--- src/oled_cmd_defines.svh ---
// Constants for the display command decoder: opcodes, reset values, counts
// Assumes inclusion by bare name from the package and design files
`ifndef OLED_CMD_DEFINES_SVH
`define OLED_CMD_DEFINES_SVH
`define OP_CONTRAST     8'h81
`define OP_MUX          8'ha8
`define OP_CONV         8'had
`define OP_OFFSET       8'hd3
`define RST_CONTRAST    8'h80
`define RST_MUX         6'h3f
`define RST_START       6'h00
`define RST_OFFSET      6'h00
`define RST_COL         8'h00
`define COL_LIMIT       8'h84
`define MODE_SEP        2'h0
`define MODE_ENA        2'h1
`define MODE_SER        2'h2
`endif

--- src/oled_cmd_pkg.sv ---
// Types shared by the display command decoder files
// Assumes the defines header sits in the same folder
`include "oled_cmd_defines.svh"
package oled_cmd_pkg;
    typedef enum logic [2:0] {
        ST_OPCODE   = 3'b000,
        ST_CONTRAST = 3'b001,
        ST_MUX      = 3'b010,
        ST_CONV     = 3'b011,
        ST_OFFSET   = 3'b100
    } dec_state_e;
    typedef logic [1:0] host_mode_t;
endpackage

--- src/oled_sync2.sv ---
// Two-flop synchroniser for a vector of pin inputs
// Assumes the inputs are asynchronous to i_clk_sys
`timescale 1ns/1ps
`default_nettype none
module oled_sync2 #(
    parameter int W = 1
) (
    input  wire logic         i_clk_sys,
    input  wire logic         i_nrst,
    input  wire logic [W-1:0] i_d,
    output logic      [W-1:0] o_q
);
    logic [W-1:0] meta_r;
    // Reset value zero; callers choose pin polarity accordingly
    always_ff @(posedge i_clk_sys or negedge i_nrst) begin
        if (!i_nrst) begin
            meta_r <= '0;
            o_q    <= '0;
        end else begin
            meta_r <= i_d;
            o_q    <= meta_r;
        end
    end
endmodule
`default_nettype wire

--- src/oled_host_port.sv ---
// Host port front end: turns strobes or serial bits into one write or read pulse
// Assumes synchronised pins; strobes far slower than i_clk_sys
`timescale 1ns/1ps
`default_nettype none
`include "oled_cmd_defines.svh"
module oled_host_port
    import oled_cmd_pkg::*;
(
    input  wire logic        i_clk_sys,
    input  wire logic        i_rst_n,
    input  wire host_mode_t  i_mode,
    input  wire logic        i_rd_n,
    input  wire logic        i_wr_n,
    input  wire logic        i_e,
    input  wire logic        i_rw,
    input  wire logic        i_cs_n,
    input  wire logic        i_sclk,
    input  wire logic        i_sdin,
    input  wire logic        i_dc,
    input  wire logic [7:0]  i_data,
    output logic             o_wr,
    output logic             o_rd,
    output logic             o_dc,
    output logic [7:0]       o_byte
);
    logic       wr_n_d_r;
    logic       rd_n_d_r;
    logic       e_d_r;
    logic       sclk_d_r;
    logic [7:0] shift_r;
    logic [2:0] bit_cnt_r;
    always_ff @(posedge i_clk_sys or negedge i_rst_n) begin
        if (!i_rst_n) begin
            wr_n_d_r <= 1'b1;
            rd_n_d_r <= 1'b1;
            e_d_r    <= 1'b0;
            sclk_d_r <= 1'b0;
        end else begin
            wr_n_d_r <= i_wr_n;
            rd_n_d_r <= i_rd_n;
            e_d_r    <= i_e;
            sclk_d_r <= i_sclk;
        end
    end
    // Serial: MSB first, shifter cleared on reset, bit counter cleared on reset and while deselected
    always_ff @(posedge i_clk_sys or negedge i_rst_n) begin
        if (!i_rst_n) begin
            shift_r   <= 8'h00;
            bit_cnt_r <= 3'h0;
        end else if (i_cs_n) begin
            bit_cnt_r <= 3'h0;
        end else if (i_sclk && !sclk_d_r) begin
            shift_r   <= {shift_r[6:0], i_sdin};
            bit_cnt_r <= bit_cnt_r + 3'h1;
        end
    end
    // Access completes on the trailing edge of the strobe
    always_ff @(posedge i_clk_sys or negedge i_rst_n) begin
        if (!i_rst_n) begin
            o_wr   <= 1'b0;
            o_rd   <= 1'b0;
            o_dc   <= 1'b0;
            o_byte <= 8'h00;
        end else begin
            o_wr <= 1'b0;
            o_rd <= 1'b0;
            o_dc <= i_dc;
            if (i_mode == `MODE_SER) begin
                if (!i_cs_n && i_sclk && !sclk_d_r && bit_cnt_r == 3'h7) begin
                    o_wr   <= 1'b1;
                    o_byte <= {shift_r[6:0], i_sdin};
                end
            end else if (i_mode == `MODE_ENA) begin
                if (!i_cs_n && !i_e && e_d_r) begin
                    o_wr   <= !i_rw;
                    o_rd   <= i_rw;
                    o_byte <= i_data;
                end
            end else if (!i_cs_n) begin
                if (i_wr_n && !wr_n_d_r) begin
                    o_wr   <= 1'b1;
                    o_byte <= i_data;
                end else if (i_rd_n && !rd_n_d_r) begin
                    o_rd <= 1'b1;
                end
            end
        end
    end
endmodule
`default_nettype wire

--- src/oled_cmd_decoder.sv ---
// Command decoder and settings state of a dot-matrix display controller
// Assumes host pins are asynchronous; RAM sits outside behind o_ram_*
//
// What this block does
// RC oscillator runs only while oscillator select is high, else external.
// Reset: display off, outputs high-Z, shifter clear, normal mapping/scan.
// Reset: start line 00H, column zero, contrast 80H.
// Commands execute on the internal clock; no busy poll needed.
// Separate-strobe mode: low read pulse reads, low write pulse writes.
// Enable-strobe mode: rw high reads, low writes; high enable pulse.
// Serial bytes arrive most significant bit first.
// 00H-0FH load column low nibble, 10H-1FH high nibble.
// Column increments after each data access up to 132; page unchanged.
// 40H-7FH load six-bit start line, taking effect immediately.
// After 81H the next byte is contrast, then contrast mode ends.
// 256 contrast steps, drive rising monotonically with the value.
// Host should program contrast 80H when not adjusting it.
// A0H/A1H set segment reverse from bit 0; reset normal.
// A4H/A5H entire display on, overriding inverse; reset off.
// A6H/A7H select normal or inverse display; reset normal.
// After A8H next byte low six bits give mux ratio minus one.
// After ADH, 8AH/8BH clear or set converter enable; reset set.
// Converter runs only with converter enable and display on.
// AEH/AFH display off (sleep) or on; RAM access still allowed.
// B0H-B7H load three-bit page address.
// C0H-C8H set common scan reverse from bit 3.
// After D3H next byte low six bits give display offset.
// Host must not issue reserved or undefined codes.
// Data write below column 132 stores byte at current page and column, then advances.
// Pending-parameter state makes the next command byte a parameter.
`timescale 1ns/1ps
`default_nettype none
`include "oled_cmd_defines.svh"
module oled_cmd_decoder
    import oled_cmd_pkg::*;
#(
    parameter int COL_W = 8
) (
    input  wire logic             i_clk_sys,
    input  wire logic             i_nrst,
    input  wire logic             i_ext_display_clock_pin,
    input  wire logic             i_internal_osc_select,
    input  wire logic             i_rc_osc_clk,
    input  wire host_mode_t       i_mode,
    input  wire logic             i_cs_n,
    input  wire logic             i_rd_n,
    input  wire logic             i_wr_n,
    input  wire logic             i_e,
    input  wire logic             i_rw,
    input  wire logic             i_sclk,
    input  wire logic             i_sdin,
    input  wire logic             i_cmd_data_select,
    input  wire logic [7:0]       i_data,
    output logic                  o_osc_enable,
    output logic                  o_display_clk,
    output logic                  o_display_on,
    output logic                  o_outputs_hiz,
    output logic                  o_converter_run,
    output logic                  o_converter_en,
    output logic                  o_ext_supply_needed,
    output logic [COL_W-1:0]      o_column,
    output logic [2:0]            o_page,
    output logic [5:0]            o_start_line,
    output logic [7:0]            o_contrast,
    output logic [7:0]            o_segment_drive_current,
    output logic                  o_seg_reverse,
    output logic                  o_entire_on,
    output logic                  o_inverse,
    output logic [6:0]            o_mux_ratio,
    output logic                  o_com_reverse,
    output logic [5:0]            o_offset,
    output logic                  o_ram_we,
    output logic                  o_ram_re,
    output logic [2:0]            o_ram_page,
    output logic [COL_W-1:0]      o_ram_col,
    output logic [7:0]            o_ram_wdata
);
    logic [1:0]       rst_sync_r;
    logic             rst_n;
    logic [15:0]      pins_s;
    logic             wr_p;
    logic             rd_p;
    logic             dc;
    logic [7:0]       byte_v;
    dec_state_e       state_r;
    logic [COL_W-1:0] col_r;
    logic             disp_on_r;
    logic             conv_en_r;
    logic [5:0]       mux_r;
    logic             cmd_wr;
    logic [2:0]       clk_pins_s;

    // Reset released through two flops so every register leaves reset together
    always_ff @(posedge i_clk_sys or negedge i_nrst) begin
        if (!i_nrst) begin
            rst_sync_r <= 2'b00;
        end else begin
            rst_sync_r <= {rst_sync_r[0], 1'b1};
        end
    end
    assign rst_n = rst_sync_r[1];

    // Strobes synchronised at idle level zero; active-low pins inverted first
    oled_sync2 #(.W(16)) u_sync (
        .i_clk_sys (i_clk_sys),
        .i_nrst    (rst_n),
        .i_d       ({~i_cs_n, ~i_rd_n, ~i_wr_n, i_e, i_rw, i_sclk,
                     i_sdin, i_cmd_data_select, i_data}),
        .o_q       (pins_s)
    );

    // Strap and display clock pins also cross into i_clk_sys before use
    oled_sync2 #(.W(3)) u_sync_clk (
        .i_clk_sys (i_clk_sys),
        .i_nrst    (rst_n),
        .i_d       ({i_internal_osc_select, i_rc_osc_clk,
                     i_ext_display_clock_pin}),
        .o_q       (clk_pins_s)
    );

    oled_host_port u_port (
        .i_clk_sys (i_clk_sys),
        .i_rst_n   (rst_n),
        .i_mode    (i_mode),
        .i_rd_n    (~pins_s[14]),
        .i_wr_n    (~pins_s[13]),
        .i_e       (pins_s[12]),
        .i_rw      (pins_s[11]),
        .i_cs_n    (~pins_s[15]),
        .i_sclk    (pins_s[10]),
        .i_sdin    (pins_s[9]),
        .i_dc      (pins_s[8]),
        .i_data    (pins_s[7:0]),
        .o_wr      (wr_p),
        .o_rd      (rd_p),
        .o_dc      (dc),
        .o_byte    (byte_v)
    );

    assign cmd_wr = wr_p && !dc;

    // Parameter bytes are consumed whatever their value; no opcode decoding
    always_ff @(posedge i_clk_sys or negedge rst_n) begin
        if (!rst_n) begin
            state_r <= ST_OPCODE;
        end else if (cmd_wr) begin
            case (state_r)
                ST_OPCODE: begin
                    if (byte_v == `OP_CONTRAST) begin
                        state_r <= ST_CONTRAST;
                    end else if (byte_v == `OP_MUX) begin
                        state_r <= ST_MUX;
                    end else if (byte_v == `OP_CONV) begin
                        state_r <= ST_CONV;
                    end else if (byte_v == `OP_OFFSET) begin
                        state_r <= ST_OFFSET;
                    end
                end
                default: state_r <= ST_OPCODE;
            endcase
        end
    end

    // Column: nibble loads, and advance after each data access, capped
    always_ff @(posedge i_clk_sys or negedge rst_n) begin
        if (!rst_n) begin
            col_r <= `RST_COL;
        end else if (cmd_wr && state_r == ST_OPCODE && byte_v[7:5] == 3'b000) begin
            if (byte_v[4]) begin
                col_r[7:4] <= byte_v[3:0];
            end else begin
                col_r[3:0] <= byte_v[3:0];
            end
        end else if ((wr_p || rd_p) && dc && col_r < `COL_LIMIT) begin
            col_r <= col_r + 8'h01;
        end
    end

    // Single-byte settings
    always_ff @(posedge i_clk_sys or negedge rst_n) begin
        if (!rst_n) begin
            o_start_line  <= `RST_START;
            o_page        <= 3'h0;
            o_seg_reverse <= 1'b0;
            o_entire_on   <= 1'b0;
            o_inverse     <= 1'b0;
            disp_on_r     <= 1'b0;
            o_com_reverse <= 1'b0;
        end else if (cmd_wr && state_r == ST_OPCODE) begin
            if (byte_v[7:6] == 2'b01) begin
                o_start_line <= byte_v[5:0];
            end else if (byte_v[7:1] == 7'h50) begin
                o_seg_reverse <= byte_v[0];
            end else if (byte_v[7:1] == 7'h52) begin
                o_entire_on <= byte_v[0];
            end else if (byte_v[7:1] == 7'h53) begin
                o_inverse <= byte_v[0];
            end else if (byte_v[7:1] == 7'h57) begin
                disp_on_r <= byte_v[0];
            end else if (byte_v[7:3] == 5'h16) begin
                o_page <= byte_v[2:0];
            end else if (byte_v[7:4] == 4'hc) begin
                o_com_reverse <= byte_v[3];
            end
        end
    end

    // Two-byte command parameters; converter byte checked against 8AH/8BH
    always_ff @(posedge i_clk_sys or negedge rst_n) begin
        if (!rst_n) begin
            o_contrast <= `RST_CONTRAST;
            mux_r      <= `RST_MUX;
            conv_en_r  <= 1'b1;
            o_offset   <= `RST_OFFSET;
        end else if (cmd_wr) begin
            case (state_r)
                ST_CONTRAST: o_contrast <= byte_v;
                ST_MUX:      mux_r <= byte_v[5:0];
                ST_CONV: begin
                    if (byte_v[7:1] == 7'h45) begin
                        conv_en_r <= byte_v[0];
                    end
                end
                ST_OFFSET:   o_offset <= byte_v[5:0];
                default:     mux_r <= mux_r;
            endcase
        end
    end

    // Derived outputs, all registered; sleep stops oscillator and converter
    always_ff @(posedge i_clk_sys or negedge rst_n) begin
        if (!rst_n) begin
            o_display_on            <= 1'b0;
            o_outputs_hiz           <= 1'b1;
            o_osc_enable            <= 1'b0;
            o_display_clk           <= 1'b0;
            o_converter_run         <= 1'b0;
            o_converter_en          <= 1'b1;
            o_ext_supply_needed     <= 1'b0;
            o_mux_ratio             <= 7'h40;
            o_column                <= `RST_COL;
            o_segment_drive_current <= 8'h00;
        end else begin
            o_display_on  <= disp_on_r;
            o_outputs_hiz <= !disp_on_r;
            o_osc_enable  <= clk_pins_s[2] && disp_on_r;
            // Clock mux glitches possible; select is meant as a static strap
            o_display_clk <= clk_pins_s[2] ? clk_pins_s[1]
                                           : clk_pins_s[0];
            o_converter_run     <= conv_en_r && disp_on_r;
            o_converter_en      <= conv_en_r;
            o_ext_supply_needed <= !conv_en_r && disp_on_r;
            o_mux_ratio         <= {1'b0, mux_r} + 7'h01;
            o_column            <= col_r;
            o_segment_drive_current <= disp_on_r ? o_contrast : 8'h00;
        end
    end

    // RAM write port; reads are pulsed so the outer RAM can return data
    always_ff @(posedge i_clk_sys or negedge rst_n) begin
        if (!rst_n) begin
            o_ram_we    <= 1'b0;
            o_ram_re    <= 1'b0;
            o_ram_page  <= 3'h0;
            o_ram_col   <= `RST_COL;
            o_ram_wdata <= 8'h00;
        end else begin
            o_ram_we   <= wr_p && dc && col_r < `COL_LIMIT;
            o_ram_re   <= rd_p && dc;
            o_ram_page <= o_page;
            o_ram_col  <= col_r;
            o_ram_wdata <= byte_v;
        end
    end

    contrast_hold_a: assert property (@(posedge i_clk_sys) disable iff (!rst_n)
        (cmd_wr && state_r == ST_CONTRAST) |=> ##1 (o_contrast == $past(byte_v, 2)
        && state_r == ST_OPCODE)) else $error("contrast not stored");
    col_step_a: assert property (@(posedge i_clk_sys) disable iff (!rst_n)
        (wr_p && dc && col_r < `COL_LIMIT) |=> col_r == $past(col_r) + 8'h01)
        else $error("column did not advance");
    col_cap_a: assert property (@(posedge i_clk_sys) disable iff (!rst_n)
        col_r <= `COL_LIMIT) else $error("column beyond limit");
    conv_run_a: assert property (@(posedge i_clk_sys) disable iff (!rst_n)
        o_converter_run |-> $past(conv_en_r && disp_on_r))
        else $error("converter ran while off");
    hiz_off_a: assert property (@(posedge i_clk_sys) disable iff (!rst_n)
        o_outputs_hiz == !o_display_on) else $error("hiz mismatch");
    mux_param_a: assert property (@(posedge i_clk_sys) disable iff (!rst_n)
        (cmd_wr && state_r == ST_MUX) ##1 1 ##1 1 |->
        o_mux_ratio == {1'b0, $past(byte_v[5:0], 2)} + 7'h01)
        else $error("mux ratio wrong");
    param_state_a: assert property (@(posedge i_clk_sys) disable iff (!rst_n)
        (cmd_wr && state_r == ST_OPCODE && byte_v == `OP_OFFSET) |=>
        state_r == ST_OFFSET) else $error("offset param not pending");
    ram_write_a: assert property (@(posedge i_clk_sys) disable iff (!rst_n)
        (wr_p && dc && col_r < `COL_LIMIT) |=> (o_ram_we && o_ram_col ==
        $past(col_r) && o_ram_wdata == $past(byte_v)))
        else $error("ram write wrong");
    osc_gate_a: assert property (@(posedge i_clk_sys) disable iff (!rst_n)
        o_osc_enable |-> $past(clk_pins_s[2]))
        else $error("oscillator ran deselected");
endmodule
`default_nettype wire

--- config.mk ---
export PLATFORM = sky130hd
export DESIGN_NAME = oled_cmd_decoder
export DESIGN_NICKNAME = d
export VERILOG_FILES = /design/src/oled_cmd_pkg.sv /design/src/oled_sync2.sv /design/src/oled_host_port.sv /design/src/oled_cmd_decoder.sv
export VERILOG_INCLUDE_DIRS = /design/src
export SDC_FILE = /design/constraint.sdc
export NUM_CORES = 1
export LEC_CHECK = 0
export BUFFER_PORTS_ARGS = -buffer_cell sky130_fd_sc_hd__buf_4
export CAP_MARGIN = 25
export CORE_UTILIZATION = 53
export DETAILED_ROUTE_END_ITERATION = 8
export GPL_TIMING_DRIVEN = 0
export PLACE_DENSITY = 0.76
export SLEW_MARGIN = 20
export SYNTH_ARGS = -nofsm -noshare
export SYNTH_HDL_FRONTEND = slang
export SYNTH_SLANG_ARGS = --single-unit
--- constraint.sdc ---
create_clock -name i_clk_sys -period 6 [get_ports i_clk_sys]
set_input_delay 0.6 -clock i_clk_sys [delete_from_list [all_inputs] [get_ports i_clk_sys]]
set_output_delay 0.6 -clock i_clk_sys [all_outputs]
set_load 0.01 [all_outputs]
Word-level counts from Yosys, hierarchy flattened

Index checks and enable logic that the tools add are counted.

Register bits: 154
Bits of input ports: 23
Output and inout port bits: 78

Reduce and logical (&&, ||, !) cells: 49
Add/sub/neg operators: 3
Mux-type cells: 31
Order comparisons: 1
Bitwise gates (word level): 11
Equal/unequal tests: 25

Operators by type and width:

| cell                  | number |
|---|---|
| $mux W8               | 9 |
| $eq A7 B7 Y1 const B  | 5 |
| $eq A8 B8 Y1 const B  | 4 |
| $mux W3               | 7 |
| $logic_and A1 B1 Y1   | 19 |
| $reduce_and A2 Y1     | 8 |
| $mux W1               | 13 |
| $not A1 Y1            | 11 |
| $add A8 B1 Y8 const B | 1 |
| $logic_not A1 Y1      | 8 |
| $lt A8 B8 Y1 const B  | 1 |
| $mux W4               | 2 |
| $reduce_and A4 Y1     | 2 |
| $reduce_and A8 Y1     | 1 |
| $add A6 B1 Y7 const B | 1 |
| $reduce_and A7 Y1     | 1 |
| $eq A3 B2 Y1 const B  | 2 |
| $eq A3 B3 Y1 const B  | 2 |
| $logic_not A3 Y1      | 2 |
| $reduce_and A3 Y1     | 2 |
| $reduce_and A6 Y1     | 1 |
| $reduce_bool A3 Y1    | 2 |
| $eq A5 B5 Y1 const B  | 1 |
| $ne A5 B5 Y1 const B  | 1 |
| other kinds (11)      | 14 |

Logic depth before layout (Yosys ltp)

Gate-level depths: netlist of the first run.

Depth in word-level cells: 7
Mapped depth: 6
Depth with buffers taken out: 6

Modules after synthesis

A second synthesis of the first run with hierarchy kept.

Cells, all modules: 379
Area, all modules: 5535.3 um^2

By module, submodules not included:

| module                  | cells an instance | sequential area each (um^2) | times used | area each (um^2) |
|---|---|---|---|---|
| oled_cmd_decoder        | 263               | 2290.9                      | 1          | 3492.1 |
| oled_host_port          | 78                | 628.1                       | 1          | 1092.3 |
| oled_sync2 (u_sync)     | 32                | 800.8                       | 1          | 800.8 |
| oled_sync2 (u_sync_clk) | 6                 | 150.1                       | 1          | 150.1 |

Worst setup path before layout of the first run

OpenSTA, ideal clock, no wires.

Path kind: register to register
Start point: reg u_port.o_byte[6]
End point: reg o_entire_on
Arrival: 1.669 ns
Stages on the path, launching flop included: 6
Setup slack: 4.206 ns
Setup time: 0.125 ns
Path through: dfrtp_1 -> clkbuf_2 -> nand2b_1 -> or3_1 -> nor4b_1 -> mux2_2

Word-level cells in the longest chain between the ends: 3
Elaborated cells on any way between the ends: 6
Classes of those cells: eq/ne (3); bitwise (2); reduce/logical (1)

Ends and longest elaborated chain:

| what                                         | RTL line                                         | RTL |
|---|---|---|
| start, declared                              | oled_host_port.sv:24                             | `output logic [7:0] o_byte` |
| start signal, assigned                       | oled_host_port.sv:71                             | `o_byte <= {shift_r[6:0], i_sdin};` |
| start signal, assigned                       | oled_host_port.sv:77                             | `o_byte <= i_data;` |
| start signal, assigned                       | oled_host_port.sv:82                             | `o_byte <= i_data;` |
| $eq A7 B7 Y1 or $eq A2 B1 Y1 (tied branches) | oled_cmd_decoder.sv:192, oled_cmd_decoder.sv:190 |  |
| $not A1 Y1 (no line)                         | n/a                                              |  |
| $reduce_and A4 Y1 (no line) (*)              | n/a                                              |  |
| end signal, assigned                         | oled_cmd_decoder.sv:195                          | `o_entire_on <= byte_v[0];` |
| end, declared                                | oled_cmd_decoder.sv:67                           | `output logic o_entire_on,` |

Every way passes the cells marked *; elsewhere a longest branch is shown, timed or not.
A chain may end at the register's enable or synchronous reset.

Worst setup path in the final report of the first run

Start point: reg u_port.o_byte[1]
End point: reg o_inverse

Word-level cells in the longest chain between the ends: 3
Elaborated cells on any way between the ends: 6
Classes of those cells: eq/ne (3); bitwise (2); reduce/logical (1)

Ends and longest elaborated chain:

| what                                   | RTL line                                         | RTL |
|---|---|---|
| $eq A7 B7 Y1, on equally long branches | oled_cmd_decoder.sv:194, oled_cmd_decoder.sv:192 |  |
| $not A1 Y1 (no line)                   | n/a                                              |  |
| $reduce_and A5 Y1 (no line) (*)        | n/a                                              |  |
| end signal, assigned                   | oled_cmd_decoder.sv:197                          | `o_inverse <= byte_v[0];` |
| end, declared                          | oled_cmd_decoder.sv:68                           | `output logic o_inverse,` |

Marks and branches as above.

==> results.sh, run 1 <==
export IMPL_syn_inst=393
export IMPL_synth_flop_cell="dfrtp_1"
export IMPL_max_vdd_ir_drop_mv=0.250
export IMPL_maxSlewHeadroom_pct=57.2
export IMPL_cts_clk_slew_worst_paths_ns=0.07
export IMPL_multi_input_comb_area_um2=1680
export IMPL_area_growth_pct=27.1
export IMPL_track_usage_pct=21.3
export IMPL_startpoint="u_port.o_byte[1]$_DFFE_PN0P_"
export IMPL_ys_warn_count=0
export IMPL_row_count=37
export IMPL_syn_cell_area_um2=5700
export IMPL_synth_seq_cells=154
export IMPL_rrSetupSlack_ns=3.91
export IMPL_fillers=751
export IMPL_start_kind="register"
export IMPL_slew_viol_final=0
export IMPL_nets=542
export IMPL_core_area_um2=10400
export IMPL_dieArea_um2=11200
export IMPL_cp_end_kind="register"
export IMPL_hold_ws_ns=0.173
export IMPL_p_int_mw=2.05
export IMPL_clkLatencyLatePin_ns=0.53
export IMPL_drc_errors=0
export IMPL_fmax_mhz=478
export IMPL_dp_final_hpwl_mm=7.28
export IMPL_min_path_cells=1
export IMPL_ys_async_sr_fraction_pct=100
export IMPL_grt_pass1_vias=3598
export IMPL_hold_start="i_sclk"
export IMPL_via_per_inst=5.34
export IMPL_diodes=0
export IMPL_hold_path_class="primary input to register"
export IMPL_synth_distinct_cells=59
export IMPL_ioPinCount=101
export IMPL_tns_ns=0
export IMPL_layout_drive_gt1_share_pct=43.6
export IMPL_leakagePower_nw=3.46
export IMPL_dr_total_vias=3548
export IMPL_rr_worst_depth=5
export IMPL_fin_crit_ns=2.09
export IMPL_clock_path_buffers=2
export IMPL_grt_pass1_wl_mm=17.8
export IMPL_regArea_um2=3870
export IMPL_power_frac_comb_pct=19.3
export IMPL_grt_max_degree=57
export IMPL_overflow=0
export IMPL_power_density_nw_per_um2=398
export IMPL_r2r_start="u_port.o_byte[1]$_DFFE_PN0P_"
export IMPL_seqPwrFrac_pct=46.6
export IMPL_cp_arrival_ns=2.51
export IMPL_power_share_clock_pct=34.1
export IMPL_synth_edf_count=0
export IMPL_cp_max_fo=10
export IMPL_wl_per_cell_um=16.1
export IMPL_antenna_found_initial=0
export IMPL_drt_iter0_markers=200
export IMPL_hold_path_end="u_sync.meta_r[10]$_DFF_PN0_"
export IMPL_hold_violations=0
export IMPL_yosysSeqAreaShare_pct=67.9
export IMPL_syn_num_nets=420
export IMPL_cts_htree_levels=4
export IMPL_die_w_um=106
export IMPL_die_y_um=106
export IMPL_status="finished clean"
export IMPL_ant_nets=0
export IMPL_cts_root_buf="clkbuf_8"
export IMPL_cts_tree="done"
export IMPL_timing_max_cap_violations=0
export IMPL_initial_utilization_pct=55.0
export IMPL_fin_worst_skew_ns=0.00932
export IMPL_critPathKind="register to register"
export IMPL_io_buffer_count=100
export IMPL_numClockSinks=154
export IMPL_switching_share_pct=29.0
export IMPL_net_switching_power_mw=0.837
export IMPL_cts_made_buffers=17
export IMPL_rsz0062_at_grt="false"
export IMPL_period_share_pct=34.8
export IMPL_firstDrtPassIters=4
export IMPL_totalWireLength_mm=10.7
export IMPL_ctsResizeCount=0
export IMPL_setup_viol=0
export IMPL_tightest_slew_ns=0.642
export IMPL_gp_congestion=0.870
export IMPL_post_cts_buffers=0
export IMPL_critPathRequiredTime_ns=6.42
export IMPL_syn_area_per_cell_um2=14.5
export IMPL_timing_rr_end="o_inverse$_DFFE_PN0P_"
==> worst max path at each step <==
stage	end	slack, ns	cells after the start
final	o_inverse$_DFFE_PN0P_	3.91	5
after floorplan	col_r[0]$_DFFE_PN0P_	1.41	0
after detailed placement	u_port.o_byte[2]$_DFFE_PN0P_	3.79	5
after CTS	o_inverse$_DFFE_PN0P_	3.89	5
after global routing	o_inverse$_DFFE_PN0P_	3.70	5
after global placement	u_sync_clk.o_q[2]$_DFF_PN0_	0.15	0
==> repair_timing <==
action                                  CTS  global route
hold buffers                              1             0
endpoints found under the hold margin     2             0
endpoints found under the setup margin    0             0
==> synth_stat cells, types with 2 or more instances <==
cell type	n	area share, %
o22ai_1	2	0.22
a31oi_1	2	0.22
a21oi_1	2	0.18
and2_1	14	1.5
o221ai_1	4	0.61
o21ai_0	6	0.53
nor4b_1	3	0.46
ha_1	4	0.88
nand4_1	2	0.22
buf_1	2	0.13
nand4b_1	2	0.31
nor2b_1	6	0.66
mux2_2	59	12
o32ai_1	2	0.31
inv_1	12	0.79
buf_4	8	1.1
nand3_1	15	1.3
or2_2	2	0.22
dfstp_2	13	6.0
dfrtp_1	141	62
and4_1	2	0.31
xnor2_1	5	0.77
clkbuf_1	8	0.53
clkbuf_2	2	0.18
nor3_1	2	0.18
nand2_1	16	1.1
a211oi_1	7	0.92
mux2i_1	2	0.35
nand2b_1	3	0.33
nor2_1	13	0.86
and3_1	4	0.44
==> cell families after synthesis <==
kind of cell               count (synthesis)  share of synthesized area, %
and+or+nand+nor                           98                          10.7
adders and majority gates                  4                         0.878
xor gates and xnor gates                   6                         0.922
other                                      1                        0.0658
buffers and inverters                     32                          2.68
AOI/OAI and AO/OA                         37                          4.89
muxes                                     61                          12.0
DFF                                      154                          67.9
==> registers in the layout (all words and copies together) (netlist names), 2 cells and up <==
name,flops
col_r,8
mux_r,6
o_contrast,8
o_mux_ratio,7
o_offset,6
o_page,3
o_ram_col,8
o_ram_page,3
o_ram_wdata,8
o_segment_drive_current,8
o_start_line,6
rst_sync_r,2
state_r,3
u_port.bit_cnt_r,3
u_port.o_byte,8
u_port.shift_r,7
u_sync.meta_r,16
u_sync.o_q,16
u_sync_clk.meta_r,3
u_sync_clk.o_q,3
==> metal layers <==
layer | track usage (%) | share of wire (%) | up-vias
li1 | - | - | 1631
met1 | 26.4 | 42 | 1770
met2 | 34.7 | 52 | 135
met3 | 6.12 | 5.3 | 12
met4 | 9.62 | 1.3 | 0
met5 | 0 | 0 | -
==> power groups by stage <==
stage | Combinational (mW) | Clock, mW | Sequential [mW]
CTS | 0.562 | 1.00 | 1.35
finish | 0.556 | 0.984 | 1.35
detailed placement | 0.556 | 0 | 1.36
floorplan | 0.260 | 0 | 1.38
global placement | 0.523 | 0 | 1.37
global route | 0.604 | 1.05 | 1.37
==> worst max-delay path, stage by stage, from the launching register on <==
cell	delay [ns]
dfrtp_1	0.36
clkbuf_1	0.43
nor4bb_1	0.55
nand2_1	0.10
nor3_1	0.18
mux2_2	0.35
==> metrics by stage <==
step           power, mW  setup slack [ns]  instances  utilization (%)  cell area, µm²
2_1_floorplan       1.64              1.41        393                -            5700
3_5_place_dp        1.92              3.79        631             64.4            6680
6_report            2.89              3.91        664             69.9            7240
4_1_cts             2.91              3.89        664             69.9            7240
3_3_place_gp        1.89             0.147        629             63.9            6620
5_1_grt             3.02              3.70        664             69.9            7240
==> layout by cell type (no fill, tap or decap), types with 3 or more instances in the layout <==
master,Yosys,layout
nor2b_1,6,6
a211oi_1,7,7
nor2_1,13,13
nand3_1,15,15
ha_1,4,4
clkbuf_16,0,16
inv_6,0,7
xnor2_1,5,5
o21ai_0,6,6
nand2b_1,3,3
dfstp_2,13,13
and2_1,14,14
nand2_1,16,16
mux2_2,59,59
clkinv_4,0,3
clkbuf_1,8,8
inv_1,12,12
and3_1,4,4
nor4b_1,3,3
inv_8,0,3
buf_4,8,108
dfrtp_1,141,140
o221ai_1,4,4
==> final cells by class <==
| cell class | instances | share of cell area (%) |
|---|---|---|
| Sequential cell | 154 | 53.5 |
| Multi-Input combinational cell | 207 | 23.2 |
| Timing Repair Buffer | 103 | 11.3 |
| Clock buffer | 18 | 5.91 |
| Tap cell | 136 | 2.35 |
| Clock inverter | 14 | 1.74 |
| Buffer | 20 | 1.49 |
| Inverter | 12 | 0.622 |
No activity file was read; power rests on OpenSTA's default activity.
==> run 2: changes to the inputs <==
ABC_AREA = 1   (was unset)
clock period = 2.1 ns   (was 6 ns; I/O delays follow)
==> run 2 against run 1 <==
Effect of this change: area after synthesis rose by 0.31%; register-to-register slack worse by 3.4 ns; final cell count up 24%; synthesized cell count up 35%; critical path type unchanged; largest power group unchanged; highest routed layer unchanged.
==> results.sh, run 2 <==
export IMPL_setup_viol=0
export IMPL_dp_final_hpwl_mm=7.29
export IMPL_drt_iter0_markers=271
export IMPL_area_growth_pct=30.5
export IMPL_dr_total_vias=4072
export IMPL_track_usage_pct=20.7
export IMPL_synth_area_leaders="dfrtp_1 (62%), nand2_1 (8.9%), dfstp_2 (6.0%), o21ai_0 (4.2%), inv_1 (3.4%)"
export IMPL_synth_flop_cell="dfrtp_1"
export IMPL_cts_clk_slew_worst_paths_ns=0.06
export IMPL_min_path_cells=4
export IMPL_gp_congestion=0.855
export IMPL_ctsResizeCount=0
export IMPL_grt_pass1_wl_mm=17.8
export IMPL_status="finished clean"
export IMPL_cts_root_buf="clkbuf_8"
export IMPL_leakagePower_nw=3.77
export IMPL_die_y_um=106
export IMPL_fin_crit_ns=1.60
export IMPL_totalWireLength_mm=10.8
export IMPL_rr_worst_depth=7
export IMPL_core_area_um2=10400
export IMPL_p_total_mw=7.71
export IMPL_period_share_pct=76.1
export IMPL_hold_violations=0
export IMPL_yosysSeqAreaShare_pct=67.7
export IMPL_overflow=0
export IMPL_tns_ns=0
export IMPL_diodes=0
export IMPL_clkLatencyLatePin_ns=0.52
export IMPL_antenna_found_initial=0
export IMPL_ioPinCount=101
export IMPL_worst_slack_ns=0.503
export IMPL_largestRegisters="u_sync.meta_r x16, u_sync.o_q x16"
export IMPL_tightest_slew_ns=0.682
export IMPL_timing_max_cap_violations=0
export IMPL_cp_arrival_ns=1.99
export IMPL_ys_async_sr_fraction_pct=100
export IMPL_max_vdd_ir_drop_mv=0.640
export IMPL_synth_seq_cells=154
export IMPL_dieArea_um2=11200
export IMPL_critPathKind="register to register"
export IMPL_synth_edf_count=0
export IMPL_syn_area_per_cell_um2=10.7
export IMPL_drc_errors=0
export IMPL_place_ws_ns=0.527
export IMPL_layout_drive_gt1_share_pct=27.7
export IMPL_synth_top_area_share_pct=61.7
export IMPL_dp_cells=770
export IMPL_yosys_area_top_type="dfrtp_1"
export IMPL_row_count=37
export IMPL_fmax_mhz=626
export IMPL_cp_max_fo=5
export IMPL_nets=701
export IMPL_syn_cell_area_um2=5720
export IMPL_cts_made_buffers=17
export IMPL_clock_path_buffers=2
export IMPL_grt_pass1_vias=3927
export IMPL_ant_nets=0
export IMPL_fin_worst_skew_ns=0.00976
export IMPL_initial_utilization_pct=55.1
export IMPL_rsz0062_at_grt="false"
export IMPL_firstDrtPassIters=6
export IMPL_final_cell_mix="dfrtp_1 (140), nand2_1 (136), buf_4 (108), inv_1 (52), o21ai_0 (48)"
export IMPL_start_kind="register"
export IMPL_yosysMostFrequentCell="dfrtp_1"
export IMPL_grt_max_degree=64
export IMPL_numClockSinks=154
export IMPL_final_cells=823
export IMPL_io_buffer_count=100
export IMPL_cts_htree_levels=4
export IMPL_wl_per_cell_um=13.1
export IMPL_slew_viol_final=0
export IMPL_layout_commonest_cell="dfrtp_1"
export IMPL_cts_tree="done"
export IMPL_die_w_um=106
export IMPL_synth_common_cells="dfrtp_1 (141), nand2_1 (136), inv_1 (52)"
export IMPL_syn_inst=532
export IMPL_ys_warn_count=0
export IMPL_syn_num_nets=559
export IMPL_critPathRequiredTime_ns=2.49
export IMPL_hold_path_class="primary input to register"
export IMPL_maxSlewHeadroom_pct=54.5
export IMPL_synth_distinct_cells=37
export IMPL_cp_end_kind="register"
export IMPL_utilization_pct=71.9
export IMPL_via_per_inst=4.95
export IMPL_power_density_nw_per_um2=1030
## run 2: changes by cell type after synthesis, moves of 14 or more
| cell | before | now |
|---|---|---|
| and2_1 | 14 | 0 |
| inv_1 | 12 | 52 |
| mux2_2 | 59 | 1 |
| nand2_1 | 16 | 136 |
| nor2_1 | 13 | 30 |
| o21ai_0 | 6 | 48 |
## run 2: where the power goes
part | switching (mW) | total, mW | internal [mW]
logic | 0.666 | 1.28 | 0.609
registers | 0.271 | 3.57 | 3.30
clock network | 1.23 | 2.86 | 1.63
## run 2: stage by stage
stage                     hold slack (ns)  instance area, µm²
after floorplan                   -0.0856                5720
after global routing               0.0539                7460
after global placement           -0.00759                6640
after CTS                          0.0198                7460
final                              0.0332                7460
after detailed placement         -0.00584                6690
## run 2: final cells by class
cell class	count	area [µm²]
Inverter	56	210
Buffer	21	131
Timing Repair Buffer	123	1010
Fill cell	739	2910
Clock inverter	13	129
Sequential cell	154	3870
Clock buffer	19	432
Multi-Input combinational cell	301	1510
Tap cell	136	170
## run 2: path summary, 6_finish.rpt
check                           slack (ns)                        endpoint                    startpoint
max in group asynchronous             0.95       o_contrast[7]$_DFFE_PN1P_       rst_sync_r[1]$_DFF_PN0_
worst min register to register        0.35         u_sync.o_q[2]$_DFF_PN0_    u_sync.meta_r[2]$_DFF_PN0_
worst min-delay path                  0.03           u_port.o_rd$_DFF_PN0_                     i_mode[1]
min in group asynchronous             0.38  u_sync_clk.meta_r[2]$_DFF_PN0_       rst_sync_r[1]$_DFF_PN0_
worst max register to register        0.50           disp_on_r$_DFFE_PN0P_  u_port.o_byte[7]$_DFFE_PN0P_
worst max-delay path                  0.50           disp_on_r$_DFFE_PN0P_  u_port.o_byte[7]$_DFFE_PN0P_
## run 2: cells by family after synthesis
group / count (synthesis) / synth area share [%]
multiplexers: 5 / 0.897
AND/OR/NAND/NOR: 208 / 15.8
AO/OA/AOI/OAI: 76 / 7.62
other: 1 / 0.0656
flip-flops: 154 / 67.7
XOR/XNOR: 7 / 1.07
buffers and inverters: 77 / 5.97
adder cells (fa/ha/maj): 4 / 0.875
## run 2: timing repair
item | in CTS | in global routing
buffers inserted | 0 | 0
endpoints found under the hold margin | 21 | 0
hold buffers | 21 | 0
## run 2: layer usage
metal  track usage [%]  part of all wire (%)
met2              36.0                    52
met4              9.13                   1.8
met5                 0                     0
met3              4.58                   4.3
met1              24.6                    42
## run 2: critical path: stages (launching register included)
cell and delay, ns:
dfrtp_1 0.44, inv_1 0.12, nor2_1 0.16, nand2_1 0.14, inv_1 0.13, nand3_1 0.07
nor3_1 0.28, o21ai_0 0.12
==> run 3: changes to the inputs <==
CORE_UTILIZATION = 50   (was 53)
PLACE_DENSITY = 0.75   (was 0.76)
clock period = 1.37 ns   (was 2.1 ns; I/O delays follow)
==> run 3 against run 2 <==
Effect of this change: sequential power rose by 54%; critical path type unchanged; worst setup slack got worse by 0.61 ns; the run now ends with setup timing left; clock skew barely moved; final cell count rose by 3.3%; sequential cell count did not move; largest cell class unchanged.
==> results.sh, run 3 (same netlist as run 2, synthesis figures left out) <==
export IMPL_dp_cells=774
export IMPL_fmax_mhz=679
export IMPL_rr_worst_depth=8
export IMPL_track_usage_pct=21.0
export IMPL_antenna_found_initial=0
export IMPL_grt_max_degree=65
export IMPL_slew_viol_final=0
export IMPL_nets=724
export IMPL_row_count=38
export IMPL_dp_final_hpwl_mm=7.57
export IMPL_power_density_nw_per_um2=1550
export IMPL_critPathRequiredTime_ns=1.70
export IMPL_fin_area_um2=7830
export IMPL_largestRegisters="u_sync.meta_r x16, u_sync.o_q x16"
export IMPL_layout_drive_gt1_share_pct=36.2
export IMPL_via_per_inst=4.97
export IMPL_firstDrtPassIters=5
export IMPL_worst_slack_ns=-0.102
export IMPL_fin_worst_skew_ns=0.00989
export IMPL_totalWireLength_mm=12.1
export IMPL_ioPinCount=101
export IMPL_wl_per_cell_um=14.2
export IMPL_dr_total_vias=4224
export IMPL_setup_viol=17
export IMPL_final_cell_mix="buf_4 (132), dfrtp_1 (132), nand2_1 (125), inv_1 (46), o21ai_0 (41)"
export IMPL_rsz0062_at_grt="true"
export IMPL_cp_max_fo=10
export IMPL_max_vdd_ir_drop_mv=0.806
export IMPL_final_cells=850
export IMPL_r2r_start="u_port.o_byte[5]$_DFFE_PN0P_"
export IMPL_fin_crit_ns=1.47
export IMPL_violations="setup timing"
export IMPL_die_y_um=109
export IMPL_dieArea_um2=11900
export IMPL_hold_path_class="primary input to asynchronous set/reset pin"
export IMPL_grt_pass1_wl_mm=18.7
export IMPL_cts_root_buf="clkbuf_16"
export IMPL_drc_errors=0
export IMPL_io_buffer_count=100
export IMPL_cts_made_buffers=17
export IMPL_diodes=0
export IMPL_clock_path_buffers=2
export IMPL_place_ws_ns=-0.141
export IMPL_grt_pass1_vias=4082
export IMPL_hold_violations=0
export IMPL_p_total_mw=12.1
export IMPL_cp_arrival_ns=1.80
export IMPL_core_area_um2=11000
export IMPL_area_growth_pct=36.9
export IMPL_critPathKind="register to register"
export IMPL_startpoint="u_port.o_byte[5]$_DFFE_PN0P_"
export IMPL_period_share_pct=107
export IMPL_status="complete, but fails checks"
export IMPL_maxSlewHeadroom_pct=60.4
export IMPL_die_w_um=109
export IMPL_clkLatencyLatePin_ns=0.42
export IMPL_gp_congestion=0.833
export IMPL_cts_htree_levels=4
export IMPL_overflow=0
export IMPL_timing_max_cap_violations=0
export IMPL_tightest_slew_ns=0.594
export IMPL_numClockSinks=154
export IMPL_initial_utilization_pct=52.1
export IMPL_rrSetupSlack_ns=-0.10
export IMPL_utilization_pct=71.3
export IMPL_start_kind="register"
export IMPL_cp_end_kind="register"
export IMPL_leakagePower_nw=3.88
export IMPL_crit_end="col_r[3]$_DFFE_PN0P_"
export IMPL_ant_nets=0
export IMPL_drt_iter0_markers=180
export IMPL_placed_cell_area_um2=6720
export IMPL_cts_clk_slew_worst_paths_ns=0.06
export IMPL_timing_rr_end="col_r[3]$_DFFE_PN0P_"
export IMPL_cts_tree="done"
export IMPL_hold_ws_ns=0.0440
export IMPL_tns_ns=-0.658
==> run 3: cell count changes in the layout (fill, tap and decap cells not counted), sizes merged <==
cell         change
inv              -8
clkinvlp         +5
buf             +25
dlygate4sd3      -1
clkbuf           +2
==> run 3: worst min path at each step <==
| stage | start | to | slack, ns | cells past startpoint |
|---|---|---|---|---|
| 6_report | i_nrst | rst_sync_r[1]$_DFF_PN0_ | 0.04 | 2 |
| 5_1_grt | i_nrst | rst_sync_r[1]$_DFF_PN0_ | 0.03 | 2 |
| 4_1_cts | i_nrst | rst_sync_r[1]$_DFF_PN0_ | 0.03 | 2 |
| 3_5_place_dp | i_nrst | rst_sync_r[0]$_DFF_PN0_ | -0.08 | 1 |
| 3_3_place_gp | i_nrst | rst_sync_r[0]$_DFF_PN0_ | -0.08 | 1 |
| 2_1_floorplan | i_nrst | rst_sync_r[0]$_DFF_PN0_ | -0.16 | 0 |
==> run 3: routing by layer <==
| layer | wire length (µm) | global-route usage [%] | vias to the layer above |
|---|---|---|---|
| met5 | 0 | 0 | - |
| met4 | 183 | 7.24 | 0 |
| met3 | 580 | 5.56 | 17 |
| met2 | 6550 | 37.6 | 136 |
| met1 | 4800 | 24.1 | 2063 |
| li1 | - | - | 2008 |
==> run 3: what timing repair did <==
action | in CTS | in global routing
endpoints found under the hold margin | 21 | 0
resized for setup | 21 | 53
setup endpoints to repair | 46 | 51
hold buffers | 20 | 0
gates cloned | 0 | 1
setup buffers | 7 | 16
pin swaps | 3 | 12
==> run 3: cell type report <==
| type | count | area (µm²) |
|---|---|---|
| sequential | 154 | 3880 |
| fill | 742 | 3160 |
| multi-input combinational | 301 | 1660 |
| timing repair buffer | 146 | 1180 |
| clock buffer | 22 | 454 |
| inverter | 56 | 220 |
| tap | 140 | 175 |
| buffer | 21 | 164 |
| clock inverter | 10 | 96.3 |
==> run 3: power breakdown <==
part           switching (mW)  internal, mW  total, mW
Sequential              0.424          5.07       5.49
Combinational            1.20          1.13       2.32
Clock                    1.77          2.54       4.31
==> run 3: critical path, cell delays in order, from the launching register on <==
cell	delay, ns
dfrtp_2	0.49
nor2_2	0.15
nand2_1	0.12
nor2_4	0.14
buf_6	0.14
nand2_1	0.08
o21ai_1	0.10
nand2_1	0.07
o21ai_1	0.09
